--- src/rtl/dlc_pkg.sv ---
// package for the display layer channel register bank
// shared by dlc_regs and dlc_expand; single clock domain assumed
package dlc_pkg;
  // byte addresses of the registers
  localparam logic [31:0] OFF_LOOKUP_CFG = 32'hF8038070;
  localparam logic [31:0] OFF_ROW_STRIDE = 32'hF8038074;
  localparam logic [31:0] OFF_DEF_COLOUR = 32'hF8038078;
  localparam logic [31:0] OFF_PATH_SEL = 32'hF803807C;
  localparam logic [31:0] OFF_CH_ENABLE = 32'hF8038100;
  localparam logic [31:0] OFF_CH_DISABLE = 32'hF8038104;
  localparam logic [31:0] OFF_CH_STATE = 32'hF8038108;
  localparam logic [31:0] OFF_IRQ_SET = 32'hF803810C;
  localparam logic [31:0] OFF_IRQ_CLEAR = 32'hF8038110;
  localparam logic [31:0] OFF_IRQ_MASK = 32'hF8038114;
  localparam logic [31:0] OFF_IRQ_STATUS = 32'hF8038118;
  // field positions
  localparam int LOOKUP_LSB = 8;
  localparam int LOOKUP_MSB = 9;
  localparam int PATH_BIT = 8;
  localparam int REPL_BIT = 9;
  localparam int CH_ON_BIT = 0;
  localparam int ATTR_BIT = 1;
  localparam int QHEAD_BIT = 2;
  localparam int CH_OFF_BIT = 0;
  localparam int CH_ABORT_BIT = 8;
  localparam int IRQ_LSB = 2;
  localparam int IRQ_MSB = 6;
  localparam int IRQ_N = 5;
  localparam int COMP_W = 8;
  // values after reset, and the full component width
  localparam logic [31:0] RST_WORD = 32'h00000000;
  localparam logic [IRQ_N-1:0] RST_IRQ = 5'h00;
  localparam logic [1:0] RST_LOOKUP = 2'h0;
  localparam logic [3:0] FULL_WIDTH = 4'h8;

  typedef struct packed {
    logic [COMP_W-1:0] red;
    logic [COMP_W-1:0] green;
    logic [COMP_W-1:0] blue;
  } dlc_rgb_t;

  // event sources: end of transfer, descriptor, head, end of list, overflow
  typedef struct packed {
    logic overflow;
    logic listEnd;
    logic headLoaded;
    logic descLoaded;
    logic xferEnd;
  } dlc_events_t;

  typedef enum logic [2:0] {
    CH_OFF = 3'h1,
    CH_ON = 3'h2,
    CH_STOPPING = 3'h4
  } dlc_chan_t;
endpackage : dlc_pkg

--- src/rtl/dlc_regs.sv ---
// register bank for base layer configuration and overlay one channel control
// assumes one clock, synchronous reset, pipeline event pulses on the same clock
//
// Chosen here: strobed register access.
`timescale 1ns/10ps
`default_nettype none
module dlc_regs
  import dlc_pkg::*;
(
  input wire logic clk,
  input wire logic rstn,
  input wire logic [31:0] regAddr,
  input wire logic [31:0] regWdata,
  input wire logic regWr,
  input wire logic regRd,
  output logic [31:0] regRdata,
  input wire dlc_events_t events,
  input wire logic frameStart,
  input wire logic frameEnd,
  input wire logic headTaken,
  input wire logic [3:0] compWidth,
  input wire dlc_rgb_t pixelIn,
  output logic [31:0] rowStride,
  output logic [3:0] lookupBits,
  output dlc_rgb_t baseColour,
  output logic overlayOn,
  output logic overlayAbort,
  output logic attrApply,
  output logic headRequest,
  output logic irq
);
  logic [1:0] lookupMode_r;
  logic [31:0] rowStride_r;
  dlc_rgb_t defColour_r;
  logic pathSel_r;
  logic replicate_r;
  dlc_chan_t chan_r;
  dlc_chan_t chan_nxt;
  logic attrPending_r;
  logic headPending_r;
  logic abort_r;
  logic overlayOn_r;
  logic attrApply_r;
  logic [IRQ_N-1:0] mask_r;
  logic [IRQ_N-1:0] status_r;
  logic [IRQ_N-1:0] status_nxt;
  logic irq_r;
  logic [31:0] rdata_r;
  logic [3:0] lookupBits_r;
  dlc_rgb_t wide;
  dlc_rgb_t baseColour_r;
  logic wrEnable;
  logic wrDisable;
  logic rdStatus;

  assign wrEnable = regWr && regAddr == OFF_CH_ENABLE;
  assign wrDisable = regWr && regAddr == OFF_CH_DISABLE;
  assign rdStatus = regRd && regAddr == OFF_IRQ_STATUS;

  // base layer configuration storage
  always_ff @(posedge clk) begin
    if (!rstn) begin
      lookupMode_r <= RST_LOOKUP;
      rowStride_r <= RST_WORD;
      defColour_r <= RST_WORD[23:0];
      pathSel_r <= 1'b0;
      replicate_r <= 1'b0;
    end else if (regWr) begin
      unique case (regAddr)
        OFF_LOOKUP_CFG: lookupMode_r <= regWdata[LOOKUP_MSB:LOOKUP_LSB];
        OFF_ROW_STRIDE: rowStride_r <= regWdata;
        OFF_DEF_COLOUR: defColour_r <= regWdata[23:0];
        OFF_PATH_SEL: begin
          pathSel_r <= regWdata[PATH_BIT];
          replicate_r <= regWdata[REPL_BIT];
        end
        default: begin
        end
      endcase
    end
  end

  always_ff @(posedge clk) begin
    if (!rstn) begin
      lookupBits_r <= 4'h1;
    end else begin
      lookupBits_r <= 4'h1 << lookupMode_r;
    end
  end

  dlc_expand u_expand (
    .clk(clk),
    .rstn(rstn),
    .compWidth(compWidth),
    .replicate(replicate_r),
    .rawIn(pixelIn),
    .wideOut(wide)
  );

  always_ff @(posedge clk) begin
    if (!rstn) begin
      baseColour_r <= RST_WORD[23:0];
    end else begin
      baseColour_r <= pathSel_r ? wide : defColour_r;
    end
  end

  // channel state machine
  always_comb begin
    chan_nxt = chan_r;
    unique case (chan_r)
      CH_OFF: begin
        if (wrEnable && regWdata[CH_ON_BIT]) begin
          chan_nxt = CH_ON;
        end
      end
      CH_ON: begin
        if (wrDisable && regWdata[CH_OFF_BIT]) begin
          chan_nxt = CH_STOPPING;
        end
      end
      CH_STOPPING: begin
        if (frameEnd) begin
          chan_nxt = CH_OFF;
        end
      end
      default: chan_nxt = CH_OFF;
    endcase
    if (wrDisable && regWdata[CH_ABORT_BIT]) begin
      chan_nxt = CH_OFF;
    end
  end

  always_ff @(posedge clk) begin
    if (!rstn) begin
      chan_r <= CH_OFF;
      abort_r <= 1'b0;
    end else begin
      chan_r <= chan_nxt;
      abort_r <= wrDisable && regWdata[CH_ABORT_BIT];
    end
  end

  // running flag kept in a flop so the output needs no decode
  always_ff @(posedge clk) begin
    if (!rstn) begin
      overlayOn_r <= 1'b0;
    end else begin
      overlayOn_r <= chan_nxt != CH_OFF;
    end
  end

  always_ff @(posedge clk) begin
    if (!rstn) begin
      attrPending_r <= 1'b0;
      attrApply_r <= 1'b0;
    end else begin
      attrApply_r <= attrPending_r && frameStart;
      if (wrEnable && regWdata[ATTR_BIT]) begin
        attrPending_r <= 1'b1;
      end else if (frameStart) begin
        attrPending_r <= 1'b0;
      end
    end
  end

  always_ff @(posedge clk) begin
    if (!rstn) begin
      headPending_r <= 1'b0;
    end else if (wrEnable && regWdata[QHEAD_BIT]) begin
      headPending_r <= 1'b1;
    end else if (headTaken) begin
      headPending_r <= 1'b0;
    end
  end

  always_ff @(posedge clk) begin
    if (!rstn) begin
      mask_r <= RST_IRQ;
    end else if (regWr && regAddr == OFF_IRQ_SET) begin
      mask_r <= mask_r | regWdata[IRQ_MSB:IRQ_LSB];
    end else if (regWr && regAddr == OFF_IRQ_CLEAR) begin
      mask_r <= mask_r & ~regWdata[IRQ_MSB:IRQ_LSB];
    end
  end

  // clear on read, new event wins
  always_comb begin
    status_nxt = (rdStatus ? RST_IRQ : status_r) | events;
  end

  always_ff @(posedge clk) begin
    if (!rstn) begin
      status_r <= RST_IRQ;
    end else begin
      status_r <= status_nxt;
    end
  end

  always_ff @(posedge clk) begin
    if (!rstn) begin
      irq_r <= 1'b0;
    end else begin
      irq_r <= |(status_nxt & mask_r);
    end
  end

  // read port, data valid one cycle after the strobe only
  always_ff @(posedge clk) begin
    if (!rstn) begin
      rdata_r <= RST_WORD;
    end else begin
      rdata_r <= RST_WORD;
      if (regRd) begin
        unique case (regAddr)
          OFF_LOOKUP_CFG: rdata_r[LOOKUP_MSB:LOOKUP_LSB] <= lookupMode_r;
          OFF_ROW_STRIDE: rdata_r <= rowStride_r;
          OFF_DEF_COLOUR: rdata_r[23:0] <= defColour_r;
          OFF_PATH_SEL: begin
            rdata_r[PATH_BIT] <= pathSel_r;
            rdata_r[REPL_BIT] <= replicate_r;
          end
          OFF_CH_STATE: begin
            rdata_r[CH_ON_BIT] <= chan_r != CH_OFF;
            rdata_r[ATTR_BIT] <= attrPending_r;
            rdata_r[QHEAD_BIT] <= headPending_r;
          end
          OFF_IRQ_MASK: rdata_r[IRQ_MSB:IRQ_LSB] <= mask_r;
          OFF_IRQ_STATUS: rdata_r[IRQ_MSB:IRQ_LSB] <= status_r;
          default: begin
          end
        endcase
      end
    end
  end

  assign regRdata = rdata_r;
  assign rowStride = rowStride_r;
  assign lookupBits = lookupBits_r;
  assign baseColour = baseColour_r;
  assign overlayOn = overlayOn_r;
  assign overlayAbort = abort_r;
  assign attrApply = attrApply_r;
  assign headRequest = headPending_r;
  assign irq = irq_r;

  // checks
  a_depth_decode: assert property (@(posedge clk) disable iff (!rstn)
    ##1 lookupBits_r == (4'h1 << $past(lookupMode_r)))
    else $error("lookup depth decode wrong");
  a_stride_read: assert property (@(posedge clk) disable iff (!rstn)
    regRd && regAddr == OFF_ROW_STRIDE |=> regRdata == $past(rowStride_r))
    else $error("stride readback wrong");
  a_colour_store: assert property (@(posedge clk) disable iff (!rstn)
    regWr && regAddr == OFF_DEF_COLOUR |=> defColour_r.red == $past(regWdata[23:16]))
    else $error("default red misplaced");
  a_default_shown: assert property (@(posedge clk) disable iff (!rstn)
    !pathSel_r |=> baseColour_r == $past(defColour_r))
    else $error("default colour not shown");
  a_enable_start: assert property (@(posedge clk) disable iff (!rstn)
    chan_r == CH_OFF && wrEnable && regWdata[CH_ON_BIT] && !wrDisable |=> overlayOn)
    else $error("enable did not start channel");
  a_attr_hold: assert property (@(posedge clk) disable iff (!rstn)
    attrPending_r && !frameStart |=> attrPending_r)
    else $error("attribute pending dropped early");
  a_attr_apply: assert property (@(posedge clk) disable iff (!rstn)
    attrPending_r && frameStart && !wrEnable |=> attrApply_r && !attrPending_r)
    else $error("attributes not applied at frame start");
  a_head_pend: assert property (@(posedge clk) disable iff (!rstn)
    wrEnable && regWdata[QHEAD_BIT] |=> headPending_r)
    else $error("head request not pending");
  a_head_state: assert property (@(posedge clk) disable iff (!rstn)
    regRd && regAddr == OFF_CH_STATE |=> regRdata[QHEAD_BIT] == $past(headPending_r))
    else $error("head pending readback wrong");
  a_stop_frame: assert property (@(posedge clk) disable iff (!rstn)
    chan_r == CH_STOPPING && !frameEnd && !wrDisable |=> chan_r == CH_STOPPING)
    else $error("layer stopped before frame end");
  a_abort_now: assert property (@(posedge clk) disable iff (!rstn)
    wrDisable && regWdata[CH_ABORT_BIT] |=> !overlayOn && overlayAbort ##1
      (!overlayAbort || $past(wrDisable && regWdata[CH_ABORT_BIT])))
    else $error("abort not immediate");
  a_attr_state: assert property (@(posedge clk) disable iff (!rstn)
    regRd && regAddr == OFF_CH_STATE |=> regRdata[ATTR_BIT] == $past(attrPending_r))
    else $error("attribute pending readback wrong");
  a_mask_set: assert property (@(posedge clk) disable iff (!rstn)
    regWr && regAddr == OFF_IRQ_SET |=>
      (mask_r & $past(regWdata[IRQ_MSB:IRQ_LSB])) == $past(regWdata[IRQ_MSB:IRQ_LSB]))
    else $error("mask set failed");
  a_mask_clear: assert property (@(posedge clk) disable iff (!rstn)
    regWr && regAddr == OFF_IRQ_CLEAR |=> (mask_r & $past(regWdata[IRQ_MSB:IRQ_LSB])) == 5'h00)
    else $error("mask clear failed");
  a_mask_read: assert property (@(posedge clk) disable iff (!rstn)
    regRd && regAddr == OFF_IRQ_MASK |=> regRdata == {25'h0, $past(mask_r), 2'h0})
    else $error("mask readback wrong");
  a_status_clear: assert property (@(posedge clk) disable iff (!rstn)
    rdStatus && events == 5'h00 |=> status_r == 5'h00)
    else $error("status not cleared by read");
  a_status_keep: assert property (@(posedge clk) disable iff (!rstn)
    rdStatus |=> status_r == $past(events))
    else $error("event lost in read cycle");
  a_irq_level: assert property (@(posedge clk) disable iff (!rstn)
    ##1 irq == |(status_r & $past(mask_r)))
    else $error("interrupt level wrong");
  a_idle_rdata: assert property (@(posedge clk) disable iff (!rstn)
    !regRd |=> regRdata == 32'h00000000)
    else $error("read data outside read slot");

  c_frame_stop: cover property (@(posedge clk) disable iff (!rstn)
    chan_r == CH_STOPPING ##1 chan_r == CH_OFF);
  c_irq_raise: cover property (@(posedge clk) disable iff (!rstn) $rose(irq));
  c_attr_apply: cover property (@(posedge clk) disable iff (!rstn) attrApply_r);
  c_abort_seen: cover property (@(posedge clk) disable iff (!rstn) overlayAbort);
  c_head_taken: cover property (@(posedge clk) disable iff (!rstn)
    headPending_r ##1 !headPending_r);
endmodule : dlc_regs
`default_nettype wire

--- src/rtl/dlc_expand.sv ---
// widening of narrow colour components to 8 bits each
// component width comes from the pixel pipeline on the same clock
`timescale 1ns/10ps
`default_nettype none
module dlc_expand
  import dlc_pkg::*;
(
  input wire logic clk,
  input wire logic rstn,
  input wire logic [3:0] compWidth,
  input wire logic replicate,
  input wire dlc_rgb_t rawIn,
  output dlc_rgb_t wideOut
);
  logic [COMP_W-1:0] rawC [3];
  logic [COMP_W-1:0] wideC [3];
  logic [3:0] widthEff;

  // width 0 or above 8 is taken as full width
  assign widthEff = (compWidth == 4'h0 || compWidth > FULL_WIDTH) ? FULL_WIDTH : compWidth;
  assign rawC[0] = rawIn.red;
  assign rawC[1] = rawIn.green;
  assign rawC[2] = rawIn.blue;

  genvar c;
  generate
    for (c = 0; c < 3; c++) begin : g_comp
      logic [COMP_W-1:0] shifted;
      logic [COMP_W-1:0] lowMask;
      logic msb;
      assign shifted = rawC[c] << (FULL_WIDTH - widthEff);
      assign lowMask = 8'hFF >> widthEff;
      assign msb = shifted[COMP_W-1];
      always_ff @(posedge clk) begin
        if (!rstn) begin
          wideC[c] <= 8'h00;
        end else begin
          wideC[c] <= shifted | (replicate ? ({COMP_W{msb}} & lowMask) : 8'h00);
        end
      end
    end
  endgenerate

  assign wideOut = '{red: wideC[0], green: wideC[1], blue: wideC[2]};

  a_zero_fill: assert property (@(posedge clk) disable iff (!rstn)
    !replicate && compWidth == 4'h5 |=> wideC[0][2:0] == 3'h0)
    else $error("zero fill broken");
  a_msb_copy: assert property (@(posedge clk) disable iff (!rstn)
    replicate && compWidth == 4'h5 |=> wideC[1][2:0] == {3{wideC[1][7]}})
    else $error("msb replication broken");
endmodule : dlc_expand
`default_nettype wire

--- config.mk ---
export PLATFORM = sky130hd
export DESIGN_NAME = dlc_regs
export DESIGN_NICKNAME = d
export VERILOG_FILES = /design/src/rtl/dlc_pkg.sv /design/src/rtl/dlc_regs.sv /design/src/rtl/dlc_expand.sv
export SDC_FILE = /design/constraint.sdc
export NUM_CORES = 1
export LEC_CHECK = 0
export ABC_AREA = 1
export BUFFER_PORTS_ARGS = -buffer_cell sky130_fd_sc_hd__buf_2
export CORE_UTILIZATION = 45
export CTS_CLUSTER_SIZE = 10
export DETAILED_ROUTE_END_ITERATION = 16
export MAX_ROUTING_LAYER = met4
export PLACE_DENSITY = 0.74
export SETUP_SLACK_MARGIN = 0.3
export SYNTH_ARGS = -nofsm -noshare
export SYNTH_HDL_FRONTEND = slang
export SYNTH_SLANG_ARGS = --single-unit
--- constraint.sdc ---
create_clock -name clk -period 4 [get_ports clk]
set_clock_uncertainty 0.05 [all_clocks]
set_input_delay 0.4 -clock clk [delete_from_list [all_inputs] [get_ports clk]]
set_output_delay 0.4 -clock clk [all_outputs]
set_load 0.01 [all_outputs]
After elaboration in Yosys (flattened, before gate mapping)
Memories as Yosys holds them, arrays and structs flattened.
Cells that the tools add are included.
W data, S select, Z words.

word-level totals
  memory bits (writable) = 24
  input port bits = 104
  bits in registers = 139
  logic and storage cells = 111
  output and inout bits = 97
  memories kept = 1

memory list
  name            depth  width  rd ports  clocked after Yosys merged registers in  write ports  line              source
  u_expand.wideC  3      8      3         0                                        3            dlc_expand.sv:16  logic [COMP_W-1:0] wideC [3];

cells by class
  multiplexer cells = 28
  magnitude comparators = 1
  reduce and logical (&&, ||, !) cells = 23
  add/subtract/negate cells = 1
  eq/ne operators = 16
  bitwise gates (word level) = 14
  shifts and indexed selects = 5

operator list
  kind                    number
  $eq A32 B32 Y1 const B  11
  $mux W8                 6
  $pmux W14 S2            1
  $and A8 B8 Y8           3
  $mux W24                1
  $or A8 B8 Y8            3
  $shl A8 B4 Y8           3
  $pmux W4 S4             1
  $mux W5                 3
  $mux W3                 4
  $logic_and A1 B1 Y1     11
  $and A5 B5 Y5           2
  $or A5 B5 Y5            2
  $reduce_and A2 Y1       5
  $pmux W3 S3             1
  $pmux W2 S4             1
  $shr A8 B4 Y8 const A   1
  $mux W1                 6
  $ne A3 B1 Y1 const B    2
  $pmux W2 S3             1
  $reduce_bool A2 Y1      3
  $not A5 Y5              1
  $pmux W1 S5             1
  $reduce_or A5 Y1        1
  other kinds (12)        14

Logic depth before layout (Yosys ltp)
  depth after elaboration = 9
  gate-level depth with buffers = 16

Modules after synthesis
A second synthesis with hierarchy kept.

unflattened totals
  cell total of the unflattened synthesis = 986
  area total of the unflattened synthesis = 7099.3 um^2

modules (own cells, without submodules)
  module      times used  seq. area each (um^2)  cells an instance  area an instance (um^2)
  dlc_regs    1           2782.7                 728                5392.7
  dlc_expand  1           480.5                  258                1706.6

Least setup slack after synthesis
No wires, ideal clock.

  kind = input-to-reg
  from = input compWidth[1]
  to = memory u_expand.wideC[0][6]
  path slack = 1.467 ns
  stages = 16
  buffers on the path = 2
  data arrival time = 2.412 ns
  setup time = 0.070 ns
  required time = 3.880 ns
  cells stage by stage = nor2_1 nand2_1 nand2_1 inv_1 o21ai_0 ha_1 inv_1 ha_1 clkbuf_1 inv_1 clkbuf_1 o211ai_1 nand2_1 nor2_2 o21ai_0 a21oi_1

RTL lines
  what                line              source
  start: declaration  dlc_regs.sv:21    input wire logic [3:0] compWidth,
  end: declaration    dlc_expand.sv:16

==> impl_metrics.env <==
export IMPL_power_report_internal_total_mw=2.71
export IMPL_floorplan_initialDensity_pct=45.9
export IMPL_die_h_microns=126
export IMPL_worst_setup_path_start_kind="input pin"
export IMPL_dr_pass1_iters=4
export IMPL_yosys_top_cells_area="dfxtp_1, nand2_1, o21ai_0, a21oi_1, nor2_1"
export IMPL_totalWireLength_mm=18.6
export IMPL_cap_violations=0
export IMPL_layout_min_cycle_time_ns=2.95
export IMPL_post_synth_instance_area_sq_um=6960
export IMPL_ys_seq_area_share_pct=46.9
export IMPL_n_fill_cell=1461
export IMPL_fp_dieArea_sq_um=16000
export IMPL_synthCells=977
export IMPL_clk_root_buffer_cell="clkbuf_16"
export IMPL_buffer_ports_inserted=200
export IMPL_max_clock_path_buffers=2
export IMPL_worst_pin_slew_ns=0.802
export IMPL_netSwitchingFraction_pct=23.5
export IMPL_synthesis_nets=1084
export IMPL_numClockSinks=163
export IMPL_worst_r2r_path_depth=3
export IMPL_critical_path_reg2reg_endpoint="baseColour[7]$_SDFF_PN0_"
export IMPL_most_common_flop_cell_mapped_by_yosys="dfxtp_1"
export IMPL_postSynthAreaPerCell_sq_um=7.12
export IMPL_avgRoutedWirePerCell_microns=13.7
export IMPL_postSynthRegisterBits=163
export IMPL_grt_pass1_wl_mm=29.8
export IMPL_power_leakage_nw=4.11
export IMPL_layout_core_utilization_pct=56.8
export IMPL_drive_gt1_share_pct=22.5
export IMPL_comb_power_share_pct=7.7
export IMPL_grt_use_met1_pct=33.8
export IMPL_placementRows=45
export IMPL_timing_setup_tns_ns=0
export IMPL_timing_hold_worst_start="frameStart"
export IMPL_detailed_place_hpwl_mm=13.5
export IMPL_antenna_found_initial=0
export IMPL_chipWidth_microns=126
export IMPL_finalInstanceArea_sq_um=8600
export IMPL_crit_fanout=20
export IMPL_critical_path_slowest_cell="ha_1"
export IMPL_setup_worst_path_class="in2reg"
export IMPL_final_setup_viol_count=0
export IMPL_resized_cells_post_cts=0
export IMPL_cpLargestDelayFamily="simple AND/OR/NAND/NOR gates"
export IMPL_required_time_worst_endpoint_ns=4.30
export IMPL_worst_hold_path_endpoint="attrPending_r$_SDFFE_PN0P_"
export IMPL_overflow=0
export IMPL_synth_commonest_cells="nand2_1, dfxtp_1, nor2_1"
export IMPL_cts_hold_buf=0
export IMPL_grt_use_met2_pct=36.3
export IMPL_tritoncts="built"
export IMPL_drt_initial_violations=589
export IMPL_worstPathCellList="buf_2 > nor2_1 > nand2_1 > nand2_1 > inv_1 > o21ai_0 > ha_1 > inv_1 > ha_1 > inv_1 > o211ai_1 > nand2_1 > nor2_1 > o21ai_0 > a21oi_1"
export IMPL_timing_hold_worst_class="in2reg"
export IMPL_synth_cell_type_count=35
export IMPL_slowest_delay_ns=0.58
export IMPL_busiest_layer="met2"
export IMPL_grt_start_max_net_pins=90
export IMPL_setup_worst_path_start="compWidth[1]"
export IMPL_share_seq_of_total_power_pct=46.8
export IMPL_nNetsFinal=1257
export IMPL_placed_area_sq_um=8000
export IMPL_endpoint_kind="flip-flop"
export IMPL_path_buf_inv=4
export IMPL_antennaDiodeCount=0
export IMPL_max_freq_mhz=338
export IMPL_final_max_slew_violation_count=0
export IMPL_r2r_setup_slack_ns=1.76
export IMPL_clkSlewWorstSetupHoldPaths_ns=0.07
export IMPL_drt_drc_violations_left=0
export IMPL_p_switching_mw=0.832
export IMPL_post_synth_top_count_cell="nand2_1"
export IMPL_power_density_cell_area_nw_per_um2=412
export IMPL_slew_limit_headroom_pct=46.4
export IMPL_synth_edf_count=0
export IMPL_ys_async_sr_fraction_pct=0
export IMPL_placeableCoreArea_sq_um=15100
export IMPL_synth_yosys_warnings=0
export IMPL_routed_via_count=6799
export IMPL_drtAntennaViolNets=0
export IMPL_power_ir_vdd_worst_v=0.000302
export IMPL_worst_r2r_startpoint="pathSel_r$_SDFFE_PN0P_"
export IMPL_insertion_delay_to_the_later_sink_of_the_worst_skew_pair_ns=0.42
export IMPL_globalRouteTotalUtil_pct=24.2
export IMPL_vias_in_the_first_global_route=6025
export IMPL_period_share_pct=73.9
export IMPL_met3_usage_pct=3.63
export IMPL_synth_top_cell_by_area="dfxtp_1"
export IMPL_yosysTopAreaCellShare_pct=46.9
export IMPL_gpl_final_weighted_congestion=0.917
export IMPL_rsz0062_at_grt="false"
export IMPL_total_power_mw=3.55
export IMPL_cts_buffers=17
export IMPL_cts_max_level=4
export IMPL_top_level_ports=201
export IMPL_status="complete, no violations"
export IMPL_cts_setup_buffers=0
export IMPL_hold_violation_count_in_the_final_report=0
export IMPL_cp_data_arrival_time_ns=3.25
export IMPL_avgViaCountPerCell=5.04
export IMPL_worst_hold_path_num_cells=2
export IMPL_p_clk_share_pct=45.5
export IMPL_synthToLayoutAreaGrowth_pct=23.5
how the worst max path moves through the flow:
stage | cells past startpoint | slack (ns) | end
global placement | 15 | 0.76 | u_expand.wideC[1][6]$_SDFF_PN0_
detailed placement | 15 | 0.67 | u_expand.wideC[1][6]$_SDFF_PN0_
finish | 15 | 1.05 | u_expand.wideC[1][6]$_SDFF_PN0_
CTS | 15 | 1.10 | u_expand.wideC[1][6]$_SDFF_PN0_
global route | 15 | 0.78 | u_expand.wideC[1][6]$_SDFF_PN0_
floorplan | 16 | 1.47 | u_expand.wideC[0][6]$_SDFF_PN0_
power by group through the flow:
stage / sequential [mW] / clock, mW / combinational, mW
after floorplan: 1.69 / 0 / 0.172
after global placement: 1.70 / 0 / 0.263
after detailed placement: 1.70 / 0 / 0.266
after CTS: 1.66 / 1.63 / 0.268
after global routing: 1.66 / 1.70 / 0.307
final: 1.66 / 1.61 / 0.272
layout make-up:
class,count,area [sq um],area share (%)
clock buffers,20,467,5.43
clock inverters,11,128,1.48
inverters,115,432,5.02
multi-input cells,647,3010,35.1
flip-flops and latches,163,3260,38.0
well taps,188,235,2.74
repair buffers,206,1060,12.3
layer usage:
metal	routed length [microns]	part of all wire, %	vias to the layer above
met2	8220	44	221
li1	-	-	3514
met1	9200	50	3041
met3	885	4.8	23
met5	0	0	-
met4	244	1.3	0
worst register-to-register path, stage by stage, from the launching register on:
cell	delay, ns
dfxtp_1	0.80
clkinv_1	0.84
nor2_1	0.35
nor2_1	0.09
logic make-up after synthesis:
| logic type | Yosys count | share of synthesized area (%) |
|---|---|---|
| fa+ha+maj | 3 | 0.539 |
| simple gates | 395 | 24.2 |
| flops | 163 | 46.9 |
| compound gates | 249 | 18.6 |
| buf+inv | 167 | 9.83 |
per-stage QoR:
stage | worst slack [ns] | hold WS [ns] | std cells
after floorplan | 1.47 | 0.360 | 977
after global placement | 0.763 | 0.375 | 1319
after detailed placement | 0.673 | 0.373 | 1319
after CTS | 1.10 | 0.110 | 1350
after global routing | 0.783 | 0.141 | 1350
final | 1.05 | 0.122 | 1350
cell usage in the layout (no fill, tap or decap), types with 3 or more instances in the layout:
master | Yosys | final
buf_2 | 10 | 200
nand2_1 | 176 | 176
dfxtp_1 | 163 | 163
nor2_1 | 127 | 126
o21ai_0 | 114 | 114
inv_1 | 111 | 111
a21oi_1 | 101 | 101
nand3_1 | 37 | 37
nand4_1 | 24 | 24
o21ai_1 | 19 | 19
clkbuf_16 | 0 | 17
nor3_1 | 16 | 16
a21oi_2 | 7 | 7
clkinvlp_4 | 0 | 6
buf_4 | 6 | 5
nor2_2 | 3 | 4
inv_2 | 3 | 3
nor2_4 | 3 | 3
or2_2 | 3 | 3
ha_1 | 3 | 3
clkbuf_8 | 0 | 3
state kept, by name, indices dropped and copies added (netlist names), 2 cells and up, named ones only:
register        flops
rowStride          32
chan_r              3
baseColour         24
u_expand.wideC     24
lookupBits          4
status_r            5
regRdata           32
defColour_r        24
lookupMode_r        2
Power figures use the tool's default switching activity.
